===== config.mk =====
export PLATFORM = sky130hd
export DESIGN_NAME = dual_prescaled_down_counters
export DESIGN_NICKNAME = d
export VERILOG_FILES = /design/src/rtl/timer_pkg.sv /design/src/rtl/down_counter.sv /design/src/rtl/dual_prescaled_down_counters.sv /design/src/rtl/prescale_divider.sv
export SDC_FILE = /design/constraint.sdc
export NUM_CORES = 1
export LEC_CHECK = 0
export ABC_AREA = 1
export BUFFER_PORTS_ARGS = -buffer_cell sky130_fd_sc_hd__buf_2
export CAP_MARGIN = 5
export CELL_PAD_IN_SITES_DETAIL_PLACEMENT = 1
export CELL_PAD_IN_SITES_GLOBAL_PLACEMENT = 1
export CORE_AREA = 2 2 99 101
export CTS_BUF_LIST = sky130_fd_sc_hd__clkbuf_16
export DETAILED_ROUTE_END_ITERATION = 6
export DIE_AREA = 0 0 101 103
export HOLD_SLACK_MARGIN = 0.02
export PLACE_DENSITY_LB_ADDON = 0.1
export SLEW_MARGIN = 20
export SYNTH_ARGS = -nofsm -noshare
export SYNTH_HDL_FRONTEND = slang
export SYNTH_SLANG_ARGS = --single-unit

===== constraint.sdc =====
create_clock -name core_clk -period 3.5 [get_ports core_clk]
set_input_delay 0 -clock core_clk [delete_from_list [all_inputs] [get_ports core_clk]]
set_output_delay 0 -clock core_clk [all_outputs]
set_load 0.02 [all_outputs]

===== src/rtl/timer_pkg.sv =====
// What this block does
// - two 8-bit down-counters, each with 6-bit prescaler
// - first prescaler internal only; second selectable
// - prescalers divide by 1 through 64
// - counters count down loaded value 1..256
// - both at end raises that counter's request
// - start, stop, continue, or restart from initial
// - single-pass halts at zero; continuous reloads
// - counters readable without disturbance; prescalers not
// - second source: internal clock/4 or external pin
// - external input: clock, triggers, or gate
// - output pin carries first, second, or clock
// - cascade first counter output into second input
// - first counter sets serial bit rate
// - low halt input stops counters and prescalers
package timer_pkg;

	////////////////////////////////////////////////////////////////////////////////////////////
	// register addresses
	localparam logic [7:0] TIMER_MODE_CONTROL_ADDR     = 8'hF1;
	localparam logic [7:0] SECOND_COUNTER_VALUE_ADDR   = 8'hF2;
	localparam logic [7:0] SECOND_PRESCALER_SETUP_ADDR = 8'hF3;
	localparam logic [7:0] FIRST_COUNTER_VALUE_ADDR    = 8'hF4;
	localparam logic [7:0] FIRST_PRESCALER_SETUP_ADDR  = 8'hF5;

	////////////////////////////////////////////////////////////////////////////////////////////
	// timer_mode_control fields
	localparam int MODE_LOAD_FIRST_BIT  = 0;   // write 1: restart first from initial
	localparam int MODE_RUN_FIRST_BIT   = 1;   // first counter enable
	localparam int MODE_LOAD_SECOND_BIT = 2;   // write 1: restart second from initial
	localparam int MODE_RUN_SECOND_BIT  = 3;   // second counter enable
	localparam int MODE_EXT_LSB         = 4;   // external input function, two bits
	localparam int MODE_OUT_LSB         = 6;   // output pin selection, two bits

	// prescaler setup fields
	localparam int PRE_CONTINUOUS_BIT   = 0;   // 1: continuous, 0: single pass
	localparam int PRE_SOURCE_BIT       = 1;   // second: 1 internal, 0 external pin
	localparam int PRE_CASCADE_BIT      = 1;   // first: 1 routes first output to second
	localparam int PRE_DIVISOR_LSB      = 2;   // six divisor bits, 0 means 64

	// reset values
	localparam logic [7:0] MODE_RESET  = 8'h00;
	localparam logic [7:0] VALUE_RESET = 8'h00;
	localparam logic [7:0] SETUP_RESET = 8'h00;

	// internal clock divide for the counting tick
	localparam int INTERNAL_CLOCK_DIVIDE = 4;

	////////////////////////////////////////////////////////////////////////////////////////////
	// enumerations
	typedef enum logic [1:0] {
		EXT_CLOCK        = 2'b00,
		EXT_GATE         = 2'b01,
		EXT_TRIGGER_ONCE = 2'b10,
		EXT_TRIGGER_RE   = 2'b11
	} ext_mode_t;

	typedef enum logic [1:0] {
		OUT_OFF      = 2'b00,
		OUT_FIRST    = 2'b01,
		OUT_SECOND   = 2'b10,
		OUT_INTERNAL = 2'b11
	} out_select_t;

endpackage

===== src/rtl/down_counter.sv =====
// down-counter with single-pass and continuous reload
module down_counter #(
	parameter int WIDTH = 8
) (
	input  wire logic             core_clk,
	input  wire logic             reset_n,
	input  wire logic             load,
	input  wire logic             step,
	input  wire logic             continuous,
	input  wire logic [WIDTH-1:0] initial_value,
	output logic [WIDTH-1:0]      value,
	output logic                  stopped,
	output logic                  done
);

	initial begin
		if (WIDTH < 2 || WIDTH > 16) $error("down_counter: WIDTH out of range");
	end

	logic [WIDTH-1:0] next_value;
	logic             next_stopped;

	////////////////////////////////////////////////////////////////////////////////////////////
	// next count; done marks the step from one to the end
	always_comb begin
		next_value   = value;
		next_stopped = stopped;
		done         = 1'b0;
		if (load) begin
			// restart from the initial value; zero runs 256 steps
			next_value   = initial_value;
			next_stopped = 1'b0;
		end else if (step && !stopped) begin
			if (value == WIDTH'(1)) begin
				done = 1'b1;
				if (continuous) begin
					next_value = initial_value;
				end else begin
					next_value   = '0;
					next_stopped = 1'b1;
				end
			end else begin
				next_value = value - WIDTH'(1);
			end
		end
	end

	// value and halt flag; idle until first load
	always_ff @(posedge core_clk or negedge reset_n) begin
		if (!reset_n) begin
			value   <= '0;
			stopped <= 1'b1;
		end else begin
			value   <= next_value;
			stopped <= next_stopped;
		end
	end

endmodule


===== src/rtl/dual_prescaled_down_counters.sv =====
// two prescaled down-counters behind the core register port
module dual_prescaled_down_counters #(
	parameter int COUNT_WIDTH   = 8,
	parameter int PRESCALE_WIDTH = 6
) (
	input  wire logic       core_clk,
	input  wire logic       reset_n,
	input  wire logic [7:0] reg_addr,                   // register file address
	input  wire logic       reg_wr_en,                  // write strobe
	input  wire logic       reg_rd_en,                  // read strobe
	input  wire logic [7:0] reg_wdata,                  // write data
	output logic      [7:0] reg_rdata,                  // read data, held
	input  wire logic       external_count_input_pin,   // external clock/trigger/gate
	input  wire logic       counter_halt_input_n,       // low stops both counters and prescalers
	input  wire logic       serial_mode_enable,         // serial unit in use
	output logic            count_output_pin,           // selected timer output
	output logic            first_count_done_request,   // first end-of-count pulse
	output logic            second_count_done_request,  // second end-of-count pulse
	output logic            bit_rate_tick               // serial bit-rate pulse
);

	initial begin
		if (COUNT_WIDTH != 8 || PRESCALE_WIDTH != 6) begin
			$error("dual_prescaled_down_counters: register widths are fixed at 8 and 6");
		end
	end

	////////////////////////////////////////////////////////////////////////////////////////////
	// declarations
	logic [7:0] mode_ctl;               // run, external mode and output select
	logic [7:0] first_init;             // first initial value
	logic [7:0] second_init;            // second initial value
	logic [7:0] first_setup;            // first prescaler setup
	logic [7:0] second_setup;           // second prescaler setup

	// counting state
	logic [1:0] div_count;              // internal clock/4 divider
	logic       ext_prev;               // external pin last cycle
	logic       triggered;              // second counter trigger seen
	logic       first_toggle;           // first counter output level
	logic       second_toggle;          // second counter output level
	logic       internal_toggle;        // internal clock output level

	// next values
	logic [7:0] next_mode_ctl;
	logic [7:0] next_first_init;
	logic [7:0] next_second_init;
	logic [7:0] next_first_setup;
	logic [7:0] next_second_setup;
	logic [1:0] next_div_count;
	logic       next_triggered;
	logic       next_first_toggle;
	logic       next_second_toggle;
	logic       next_internal_toggle;

	// next outputs
	logic [7:0] next_reg_rdata;
	logic       next_count_output_pin;
	logic       next_bit_rate_tick;

	// strobes
	logic       tick_internal;          // one cycle in four
	logic       ext_rise;               // external pin rising edge
	logic       run_ok;                 // halt input released
	logic       load_first;             // first restart from initial
	logic       load_second;            // second restart from initial
	logic       trigger_load;           // trigger restarts second
	logic       first_pre_step;
	logic       second_pre_step;
	logic       second_source;          // selected second source pulse

	// channel outputs
	logic       first_pre_end;
	logic       second_pre_end;
	logic [7:0] first_value;
	logic [7:0] second_value;
	logic       first_stopped;
	logic       second_stopped;
	logic       first_done;
	logic       second_done;

	// mode fields
	timer_pkg::ext_mode_t   ext_mode;
	timer_pkg::out_select_t out_sel;

	////////////////////////////////////////////////////////////////////////////////////////////
	// decode of control fields
	always_comb begin
		ext_mode      = timer_pkg::ext_mode_t'(mode_ctl[timer_pkg::MODE_EXT_LSB +: 2]);
		out_sel       = timer_pkg::out_select_t'(mode_ctl[timer_pkg::MODE_OUT_LSB +: 2]);
		tick_internal = (div_count == 2'(timer_pkg::INTERNAL_CLOCK_DIVIDE - 1));
		ext_rise      = external_count_input_pin && !ext_prev;
		run_ok        = counter_halt_input_n;
		// load strobes
		load_first    = reg_wr_en && reg_addr == timer_pkg::TIMER_MODE_CONTROL_ADDR
			&& reg_wdata[timer_pkg::MODE_LOAD_FIRST_BIT];
		load_second   = reg_wr_en && reg_addr == timer_pkg::TIMER_MODE_CONTROL_ADDR
			&& reg_wdata[timer_pkg::MODE_LOAD_SECOND_BIT];
	end

	////////////////////////////////////////////////////////////////////////////////////////////
	// second counter source selection
	always_comb begin
		trigger_load = 1'b0;
		if (second_setup[timer_pkg::PRE_SOURCE_BIT]) begin
			second_source = tick_internal;
		end else begin
			case (ext_mode)
				timer_pkg::EXT_CLOCK: begin
					second_source = ext_rise;
				end
				timer_pkg::EXT_GATE: begin
					second_source = tick_internal && external_count_input_pin;
				end
				timer_pkg::EXT_TRIGGER_ONCE: begin
					second_source = tick_internal && triggered;
					trigger_load  = ext_rise && (!triggered || second_stopped);
				end
				timer_pkg::EXT_TRIGGER_RE: begin
					second_source = tick_internal && triggered;
					trigger_load  = ext_rise;
				end
				default: begin
					second_source = 1'b0;
				end
			endcase
		end

		// cascade wins
		if (first_setup[timer_pkg::PRE_CASCADE_BIT]) begin
			second_source = first_done;
		end
	end

	// prescaler steps: gated by run enable, halt input and counter state
	always_comb begin
		first_pre_step  = tick_internal && run_ok && !first_stopped
			&& mode_ctl[timer_pkg::MODE_RUN_FIRST_BIT];
		// second channel
		second_pre_step = second_source && run_ok && !second_stopped
			&& mode_ctl[timer_pkg::MODE_RUN_SECOND_BIT];
	end

	////////////////////////////////////////////////////////////////////////////////////////////
	// counter channels
	// first channel
	prescale_divider #(.WIDTH(PRESCALE_WIDTH)) first_prescaler (
		.core_clk  (core_clk),
		.reset_n   (reset_n),
		.load      (load_first),
		.step      (first_pre_step),
		.divisor   (first_setup[timer_pkg::PRE_DIVISOR_LSB +: PRESCALE_WIDTH]),
		.end_pulse (first_pre_end)
	);

	down_counter #(.WIDTH(COUNT_WIDTH)) first_counter (
		.core_clk      (core_clk),
		.reset_n       (reset_n),
		.load          (load_first),
		.step          (first_pre_end),
		.continuous    (first_setup[timer_pkg::PRE_CONTINUOUS_BIT]),
		.initial_value (first_init),
		.value         (first_value),
		.stopped       (first_stopped),
		.done          (first_done)
	);

	// second channel
	prescale_divider #(.WIDTH(PRESCALE_WIDTH)) second_prescaler (
		.core_clk  (core_clk),
		.reset_n   (reset_n),
		.load      (load_second || trigger_load),
		.step      (second_pre_step),
		.divisor   (second_setup[timer_pkg::PRE_DIVISOR_LSB +: PRESCALE_WIDTH]),
		.end_pulse (second_pre_end)
	);

	down_counter #(.WIDTH(COUNT_WIDTH)) second_counter (
		.core_clk      (core_clk),
		.reset_n       (reset_n),
		.load          (load_second || trigger_load),
		.step          (second_pre_end),
		.continuous    (second_setup[timer_pkg::PRE_CONTINUOUS_BIT]),
		.initial_value (second_init),
		.value         (second_value),
		.stopped       (second_stopped),
		.done          (second_done)
	);

	////////////////////////////////////////////////////////////////////////////////////////////
	// register writes; load bits act once and are not stored
	always_comb begin
		next_mode_ctl     = mode_ctl;
		next_first_init   = first_init;
		next_second_init  = second_init;
		next_first_setup  = first_setup;
		next_second_setup = second_setup;
		if (reg_wr_en) begin
			case (reg_addr)
				timer_pkg::TIMER_MODE_CONTROL_ADDR: begin
					next_mode_ctl = reg_wdata;
					// strobes only
					next_mode_ctl[timer_pkg::MODE_LOAD_FIRST_BIT]  = 1'b0;
					next_mode_ctl[timer_pkg::MODE_LOAD_SECOND_BIT] = 1'b0;
				end
				timer_pkg::SECOND_COUNTER_VALUE_ADDR:   next_second_init  = reg_wdata;
				timer_pkg::SECOND_PRESCALER_SETUP_ADDR: next_second_setup = reg_wdata;
				timer_pkg::FIRST_COUNTER_VALUE_ADDR:    next_first_init   = reg_wdata;
				timer_pkg::FIRST_PRESCALER_SETUP_ADDR:  next_first_setup  = reg_wdata;
				default: begin
					next_mode_ctl = mode_ctl;
				end
			endcase
		end
	end

	// register reads: live counts, prescalers read as zero
	always_comb begin
		next_reg_rdata = reg_rdata;
		if (reg_rd_en) begin
			case (reg_addr)
				timer_pkg::TIMER_MODE_CONTROL_ADDR:   next_reg_rdata = mode_ctl;
				timer_pkg::SECOND_COUNTER_VALUE_ADDR: next_reg_rdata = second_value;
				timer_pkg::FIRST_COUNTER_VALUE_ADDR:  next_reg_rdata = first_value;
				// read as zero
				default:                              next_reg_rdata = 8'h00;
			endcase
		end
	end

	////////////////////////////////////////////////////////////////////////////////////////////
	// divider, trigger flag, output levels
	always_comb begin
		next_div_count       = div_count + 2'h1;
		next_first_toggle    = first_toggle ^ first_done;
		next_second_toggle   = second_toggle ^ second_done;
		next_internal_toggle = internal_toggle ^ tick_internal;

		// set wins over clear
		next_triggered       = triggered;
		if (load_second || (second_done && !second_setup[timer_pkg::PRE_CONTINUOUS_BIT])) begin
			next_triggered = 1'b0;
		end
		if (trigger_load) begin
			next_triggered = 1'b1;
		end
		// pin select
		case (out_sel)
			timer_pkg::OUT_FIRST:    next_count_output_pin = next_first_toggle;
			timer_pkg::OUT_SECOND:   next_count_output_pin = next_second_toggle;
			timer_pkg::OUT_INTERNAL: next_count_output_pin = next_internal_toggle;
			default:                 next_count_output_pin = 1'b0;
		endcase
		// serial only
		next_bit_rate_tick = first_done && serial_mode_enable;
	end

	////////////////////////////////////////////////////////////////////////////////////////////
	// state registers
	always_ff @(posedge core_clk or negedge reset_n) begin
		if (!reset_n) begin
			mode_ctl                  <= timer_pkg::MODE_RESET;
			first_init                <= timer_pkg::VALUE_RESET;
			second_init               <= timer_pkg::VALUE_RESET;
			first_setup               <= timer_pkg::SETUP_RESET;
			second_setup              <= timer_pkg::SETUP_RESET;
			// counting state
			div_count                 <= 2'h0;
			ext_prev                  <= 1'b0;
			triggered                 <= 1'b0;
			first_toggle              <= 1'b0;
			second_toggle             <= 1'b0;
			internal_toggle           <= 1'b0;
			// outputs
			reg_rdata                 <= 8'h00;
			count_output_pin          <= 1'b0;
			first_count_done_request  <= 1'b0;
			second_count_done_request <= 1'b0;
			bit_rate_tick             <= 1'b0;
		end else begin
			mode_ctl                  <= next_mode_ctl;
			first_init                <= next_first_init;
			second_init               <= next_second_init;
			first_setup               <= next_first_setup;
			second_setup              <= next_second_setup;
			// counting state
			div_count                 <= next_div_count;
			ext_prev                  <= external_count_input_pin;
			triggered                 <= next_triggered;
			first_toggle              <= next_first_toggle;
			second_toggle             <= next_second_toggle;
			internal_toggle           <= next_internal_toggle;
			// outputs
			reg_rdata                 <= next_reg_rdata;
			count_output_pin          <= next_count_output_pin;
			first_count_done_request  <= first_done;
			second_count_done_request <= second_done;
			bit_rate_tick             <= next_bit_rate_tick;
		end
	end

endmodule


===== src/rtl/prescale_divider.sv =====
// programmable divider: one end pulse per divisor steps, divisor 0 means 2**WIDTH
module prescale_divider #(
	parameter int WIDTH = 6
) (
	input  wire logic             core_clk,
	input  wire logic             reset_n,
	input  wire logic             load,
	input  wire logic             step,
	input  wire logic [WIDTH-1:0] divisor,
	output logic                  end_pulse
);

	initial begin
		if (WIDTH < 1 || WIDTH > 16) $error("prescale_divider: WIDTH out of range");
	end

	logic [WIDTH-1:0] count;        // remaining steps
	logic [WIDTH-1:0] next_count;

	////////////////////////////////////////////////////////////////////////////////////////////
	// next count: reload on load or at the last step, else decrement
	always_comb begin
		next_count = count;
		end_pulse  = 1'b0;
		if (load) begin
			next_count = divisor;
		end else if (step) begin
			if (count == WIDTH'(1)) begin
				// zero wraps through all codes, giving the full 64 division
				next_count = divisor;
				end_pulse  = 1'b1;
			end else begin
				next_count = count - WIDTH'(1);
			end
		end
	end

	// count register
	always_ff @(posedge core_clk or negedge reset_n) begin
		if (!reset_n) begin
			count <= '0;
		end else begin
			count <= next_count;
		end
	end

endmodule


### Word-level counts from Yosys, hierarchy flattened

Index checks and enable logic that the tools add are counted.

* $add $sub $neg: 5
* multiplexer cells: 43
* reduce and logical (&&, ||, !) cells: 41
* bitwise gates (word level): 3
* equal/unequal tests: 18

Operators with widths (count)
* 2-to-1 mux 8 bit: 8
* == test 8 bit, second input constant: 5
* 2-to-1 mux 6 bit: 6
* 2-to-1 mux 1 bit: 25
* one-hot mux 8 bit (3 select lines): 1
* logical AND 1 bit: 17
* == test 8 x 1 -> 1 bit, second input constant: 2
* subtractor 8 x 1 -> 8 bit, second input constant: 2
* nonzero test 2 bit: 7
* == test 6 x 1 -> 1 bit, second input constant: 2
* subtractor 6 x 1 -> 6 bit, second input constant: 2
* == test 2 bit, second input constant: 5
* AND reduction 2 bit: 5
* one-hot mux 1 bit (3 select lines): 2
* AND reduction 3 bit: 2
* logical NOT 1 bit: 5
* == test 2 x 1 -> 1 bit, second input constant: 2
* inequality test 2 x 1 -> 1 bit, second input constant: 2
* logical OR 1 bit: 3
* XOR 1 bit: 3
* adder 2 x 1 -> 2 bit, second input constant: 1
* logical NOT 2 bit: 1
* one-hot mux 1 bit (2 select lines): 1
* OR reduction 2 bit: 1

* output and inout port bits: 12
* bits of input ports: 23
* register bits: 87
* word-level logic and storage cells: 132

### Depth between registers and ports, before layout

* depth after elaboration: 22
* depth in mapped cells: 14
* gate-level depth less buffers: 14

### By module

A second synthesis with hierarchy kept.

* cells, all modules: 635
* area, all modules: 4934.7 um^2

Modules (own cells, without submodules)
* dual_prescaled_down_counters: area an instance 2567.5 um^2, cells each 269, seq. area each 1426.4 um^2, times used 1
* down_counter: area an instance 718.2 um^2, cells each 112, seq. area each 226.5 um^2, times used 2
* prescale_divider: area an instance 465.4 um^2, cells each 71, seq. area each 150.1 um^2, times used 2

### Least setup slack after synthesis

No wires, ideal clock.

* path kind: reg-to-reg
* start: register first_counter.value[1]
* end: register second_counter.value[7]
* required time: 3.426 ns
* setup slack: 1.874 ns
* library setup time: 0.074 ns
* arrival time: 1.552 ns
* clock period less this slack: 1.626 ns
* cell stages (with the launch flop): 14
* path buffers: 0
* cells stage by stage: dfrtp_1 inv_1 ha_1 nor3b_2 nand2_2 nor2_4 nand2_4 nand2_4 nand2_4 nand2_4 nand2_8 inv_4 nand2_1 o21ai_2

* word-level cells in the longest chain between the ends: 12

RTL lines
* start: declaration: RTL line down_counter.sv:11 `output logic [WIDTH-1:0] value,`
* start signal: assignment: RTL line down_counter.sv:54 `value <= next_value;`
* == test 8 x 1 -> 1 bit: RTL line down_counter.sv:34 `if (value == WIDTH'(1)) begin`
* 2-to-1 mux 1 bit: RTL line down_counter.sv:34
* 2-to-1 mux 1 bit: RTL line down_counter.sv:33 `end else if (step && !stopped) begin`
* 2-to-1 mux 1 bit: RTL line down_counter.sv:29 `if (load) begin`
* 2-to-1 mux 1 bit: RTL line dual_prescaled_down_counters.sv:130 `if (first_setup[timer_pkg::PRE_CASCADE_BIT]) begin`
* logical AND 1 bit (2 in series): RTL line dual_prescaled_down_counters.sv:140 `second_pre_step = second_source && run_ok && !second_stopped`
* logical AND 1 bit: RTL line dual_prescaled_down_counters.sv:141 `&& mode_ctl[timer_pkg::MODE_RUN_SECOND_BIT];`
* 2-to-1 mux 1 bit: RTL line prescale_divider.sv:27 `end else if (step) begin`
* 2-to-1 mux 1 bit: RTL line prescale_divider.sv:25 `if (load) begin`
* logical AND 1 bit: RTL line down_counter.sv:33
* nonzero test 2 bit (no source line)
* end signal: assignment: RTL line down_counter.sv:54
* end: declaration: RTL line down_counter.sv:11

Every way passes these cells.
A chain may end at the register's enable or synchronous reset.

### Worst setup path after layout

* start: register second_counter.stopped
* end: register second_counter.value[6]

* word-level cells in the longest chain between the ends: 8
* elaborated cells on any way between the ends: 13
* classes of those cells: mux: 5; reduce/logical: 8

RTL lines
* start: declaration: RTL line down_counter.sv:12 `output logic stopped,`
* start signal: assignment: RTL line down_counter.sv:55 `stopped <= next_stopped;`
* logical OR 1 bit: RTL line dual_prescaled_down_counters.sv:117 `trigger_load = ext_rise && (!triggered || second_stopped);`
* logical AND 1 bit: RTL line dual_prescaled_down_counters.sv:117
* one-hot mux 1 bit (2 select lines): RTL line dual_prescaled_down_counters.sv:108 `case (ext_mode)`
* 2-to-1 mux 1 bit: RTL line dual_prescaled_down_counters.sv:105 `if (second_setup[timer_pkg::PRE_SOURCE_BIT]) begin`
* logical OR 1 bit: RTL line dual_prescaled_down_counters.sv:172, dual_prescaled_down_counters.sv:181
* 2-to-1 mux 1 bit: RTL line prescale_divider.sv:25
* logical AND 1 bit: RTL line down_counter.sv:33
* nonzero test 2 bit (no source line)

Several ways; a longest one is shown, not always the timed one.

==> metrics.cfg <==
[run]
maxCapViolations = 0

[detailed_routing]
drtIter0Drc = 158
num_vias = 3617
ant_nets = 0
drc_errors = 0
wl_per_cell_um = 17.8
totalWireLength_um = 11900
via_per_inst = 5.40
dr.pass1.iters = 4

[critical_path]
required_ns = 3.77
cp_max_fo = 13
regToRegStartpoint = second_counter.stopped
crit_type = flop to flop
critPathBufInv = 2
r2r_cells = 9
cp.arrival_ns = 2.36
r2r_end = second_counter.value[6]
cp-start-kind = flop
cp-end-kind = flop
slowest_stage = or2_1
reg2reg_setup_slack_ns = 1.42
crit_chain = inv_1 > nand3b_1 > nand4_1 > nand2_4 > or2_1 > nand2_8 > inv_4 > nand2_1 > o21ai_2
max_stage_delay_ns = 0.65
crit_family = simple AND/OR/NAND/NOR gates

[clocking]
clockBufferDepth = 2
numCtsBuffers = 9
root_buffer = clkbuf_16
cts.sinks = 87
postCtsSetupBuffers = 0
cts_tree = yes
clk_pin_slew_worst_paths_ns = 0.07
cts_max_level = 3
worstSkewPairLatency_ns = 0.34

[logic_synthesis]
synth_top_area_share = 0.470
synth_edf_count = 0
syn_area_um2 = 4520
syn_area_per_cell_um2 = 8.83
synth.area.top_cells = dfrtp_1 47%, nand2_1 10%, o21ai_0 6.7%, inv_1 4.6%, xor2_1 3.1%
synthFlopType = dfrtp_1
postSynth.asyncResetShare = 1.00
ys_types = 42
ys_ff_latch = 87
yosysWarnings = 0
yosysSeqAreaShare = 0.482
syn-instance-count = 512
syn_nets = 544
yosysTopAreaCell = dfrtp_1

[final_layout]
multi_input_area_um2 = 2020
layout_common_cells = 125 x nand2_1, 85 x dfrtp_1, 61 x o21ai_0
diodes = 0
n_fill_cell = 1134
syn2layout_area_growth_pct = 12.5
final_layout_size_suffix_gt1_frac = 0.187
fin_nets = 583
final_util = 0.538
final_cell_area_um2 = 5090
regArea_um2 = 2180
final_common_cell = nand2_1

[sta]
tns_ns = 0
slew_headroom = 0.458
min_period_ns = 2.09
hold_violations = 0
fmax_mhz = 480
maxSlewViolCount = 0
setup-violations-final = 0
skew_ns = 0.00764
rsz0062_at_grt = false
period_share = 0.596
worst_pin_slew_ns = 0.813

[grt]
grt_pass1_wl_um = 19800
gr-usage-met2 = 0.420
antenna_found_initial = 0
busiest_layer = met2
grt_max_degree = 65
grtUsageMet3 = 0.0332
grt.total_usage = 0.248
grt_pass1_vias = 3788
gr-usage-met1 = 0.333
grt-ovfl-total = 0

[outcome]
outcome = completed

[power]
p_leak_nw = 2.42
p_per_area_nw_per_um2 = 465
vdd.ir_drop.worst_mv = 0.288

[floorplanning]
ioPinCount = 35
core_um2 = 9460
start_util = 0.478
die_w_um = 101
fp.dieH_um = 103
rows = 36
die-area_um2 = 10400

[placement]
gp_congestion = 0.864
hpwlAfterDp_um = 8610
place_area_um2 = 4760
io_buffers = 34

[min_path]
hold_path_class = input pin to flop
min_path_cells = 3
worstHoldStart = reg_rd_en
whs_endpoint = reg_rdata[1]

[power by group]
group	total (W)	internal, W	switching (W)
Clock	0.000978	0.000555	0.000424
Combinational	0.000276	0.000106	0.000170
Sequential	0.00111	0.00107	0.0000469
[stage by stage]
| stage | setup slack, ns | hold slack (ns) | std cells | power [W] |
|---|---|---|---|---|
| after floorplan | 1.87 | -0.296 | 512 | 0.00132 |
| after global placement | 1.52 | 0.142 | 651 | 0.00139 |
| after detailed placement | 1.41 | 0.147 | 651 | 0.00141 |
| after CTS | 1.40 | 0.0262 | 670 | 0.00239 |
| after global routing | 1.22 | 0.0658 | 670 | 0.00247 |
| final | 1.42 | 0.0234 | 670 | 0.00237 |
[tightest hold or removal path, stage by stage]
cell	delay [ns]
buf_2	0.17
nand2_1	0.09
o21ai_0	0.07
[metal layers]
layer  routed length, um  up-vias
met5                   0        -
met4                 195        0
met3                 393       16
met2                5750       65
met1                5570     1780
li1                    -     1756
[kinds of logic (layout without fill, tap and decap cells)]
kind of cell / count (synthesis) / in the layout / share of synthesized area
DFF: 87 / 87 / 0.482
xor gates and xnor gates: 18 / 18 / 0.0349
buffers and inverters: 73 / 117 / 0.0716
muxes: 2 / 2 / 0.00498
adders and majority gates: 9 / 9 / 0.0249
AOI/OAI and AO/OA: 112 / 112 / 0.152
and+or+nand+nor: 211 / 211 / 0.230
[synth_stat cells, drive strengths merged (5+ instances only)]
cell and number:
o21ai 80, xor2 16, nor2 29, clkbuf 6, nand2 142, dfrtp 85, nand4 8, inv 63
nand3 23, ha 9, o221ai 5, a22oi 6, a21oi 10
[how the worst max path moves through the flow]
| stage | startpoint | to | slack (ns) | depth (start not counted) |
|---|---|---|---|---|
| floorplan | first_counter.value[1] | second_counter.value[7] | 1.87 | 13 |
| global placement | second_counter.stopped | second_counter.value[5] | 1.52 | 9 |
| detailed placement | second_counter.stopped | second_counter.value[7] | 1.41 | 9 |
| CTS | second_counter.stopped | second_counter.value[6] | 1.40 | 9 |
| global route | second_prescaler.count[1] | second_counter.value[7] | 1.22 | 9 |
| finish | second_counter.stopped | second_counter.value[6] | 1.42 | 9 |
[flip-flops by register name (all words and copies together), names as in the netlist, 8 cells and up]
signal / count
reg_rdata: 8
first_setup: 8
first_init: 8
second_counter.value: 8
second_init: 8
first_counter.value: 8
second_setup: 8
[final cells by class]
type | instances | area share
clock inverter | 7 | 0.0143
sequential | 87 | 0.428
multi-input combinational | 352 | 0.397
clock buffer | 9 | 0.0443
timing repair buffer | 38 | 0.0413
tap | 114 | 0.0280
inverter | 63 | 0.0470
[timing repair]
| item | 4_1_cts | 5_1_grt |
|---|---|---|
| gates resized for setup | 0 | 0 |
| hold buffers | 3 | 0 |
| hold endpoints to repair | 64 | 0 |
Power figures use the tool's default switching activity.
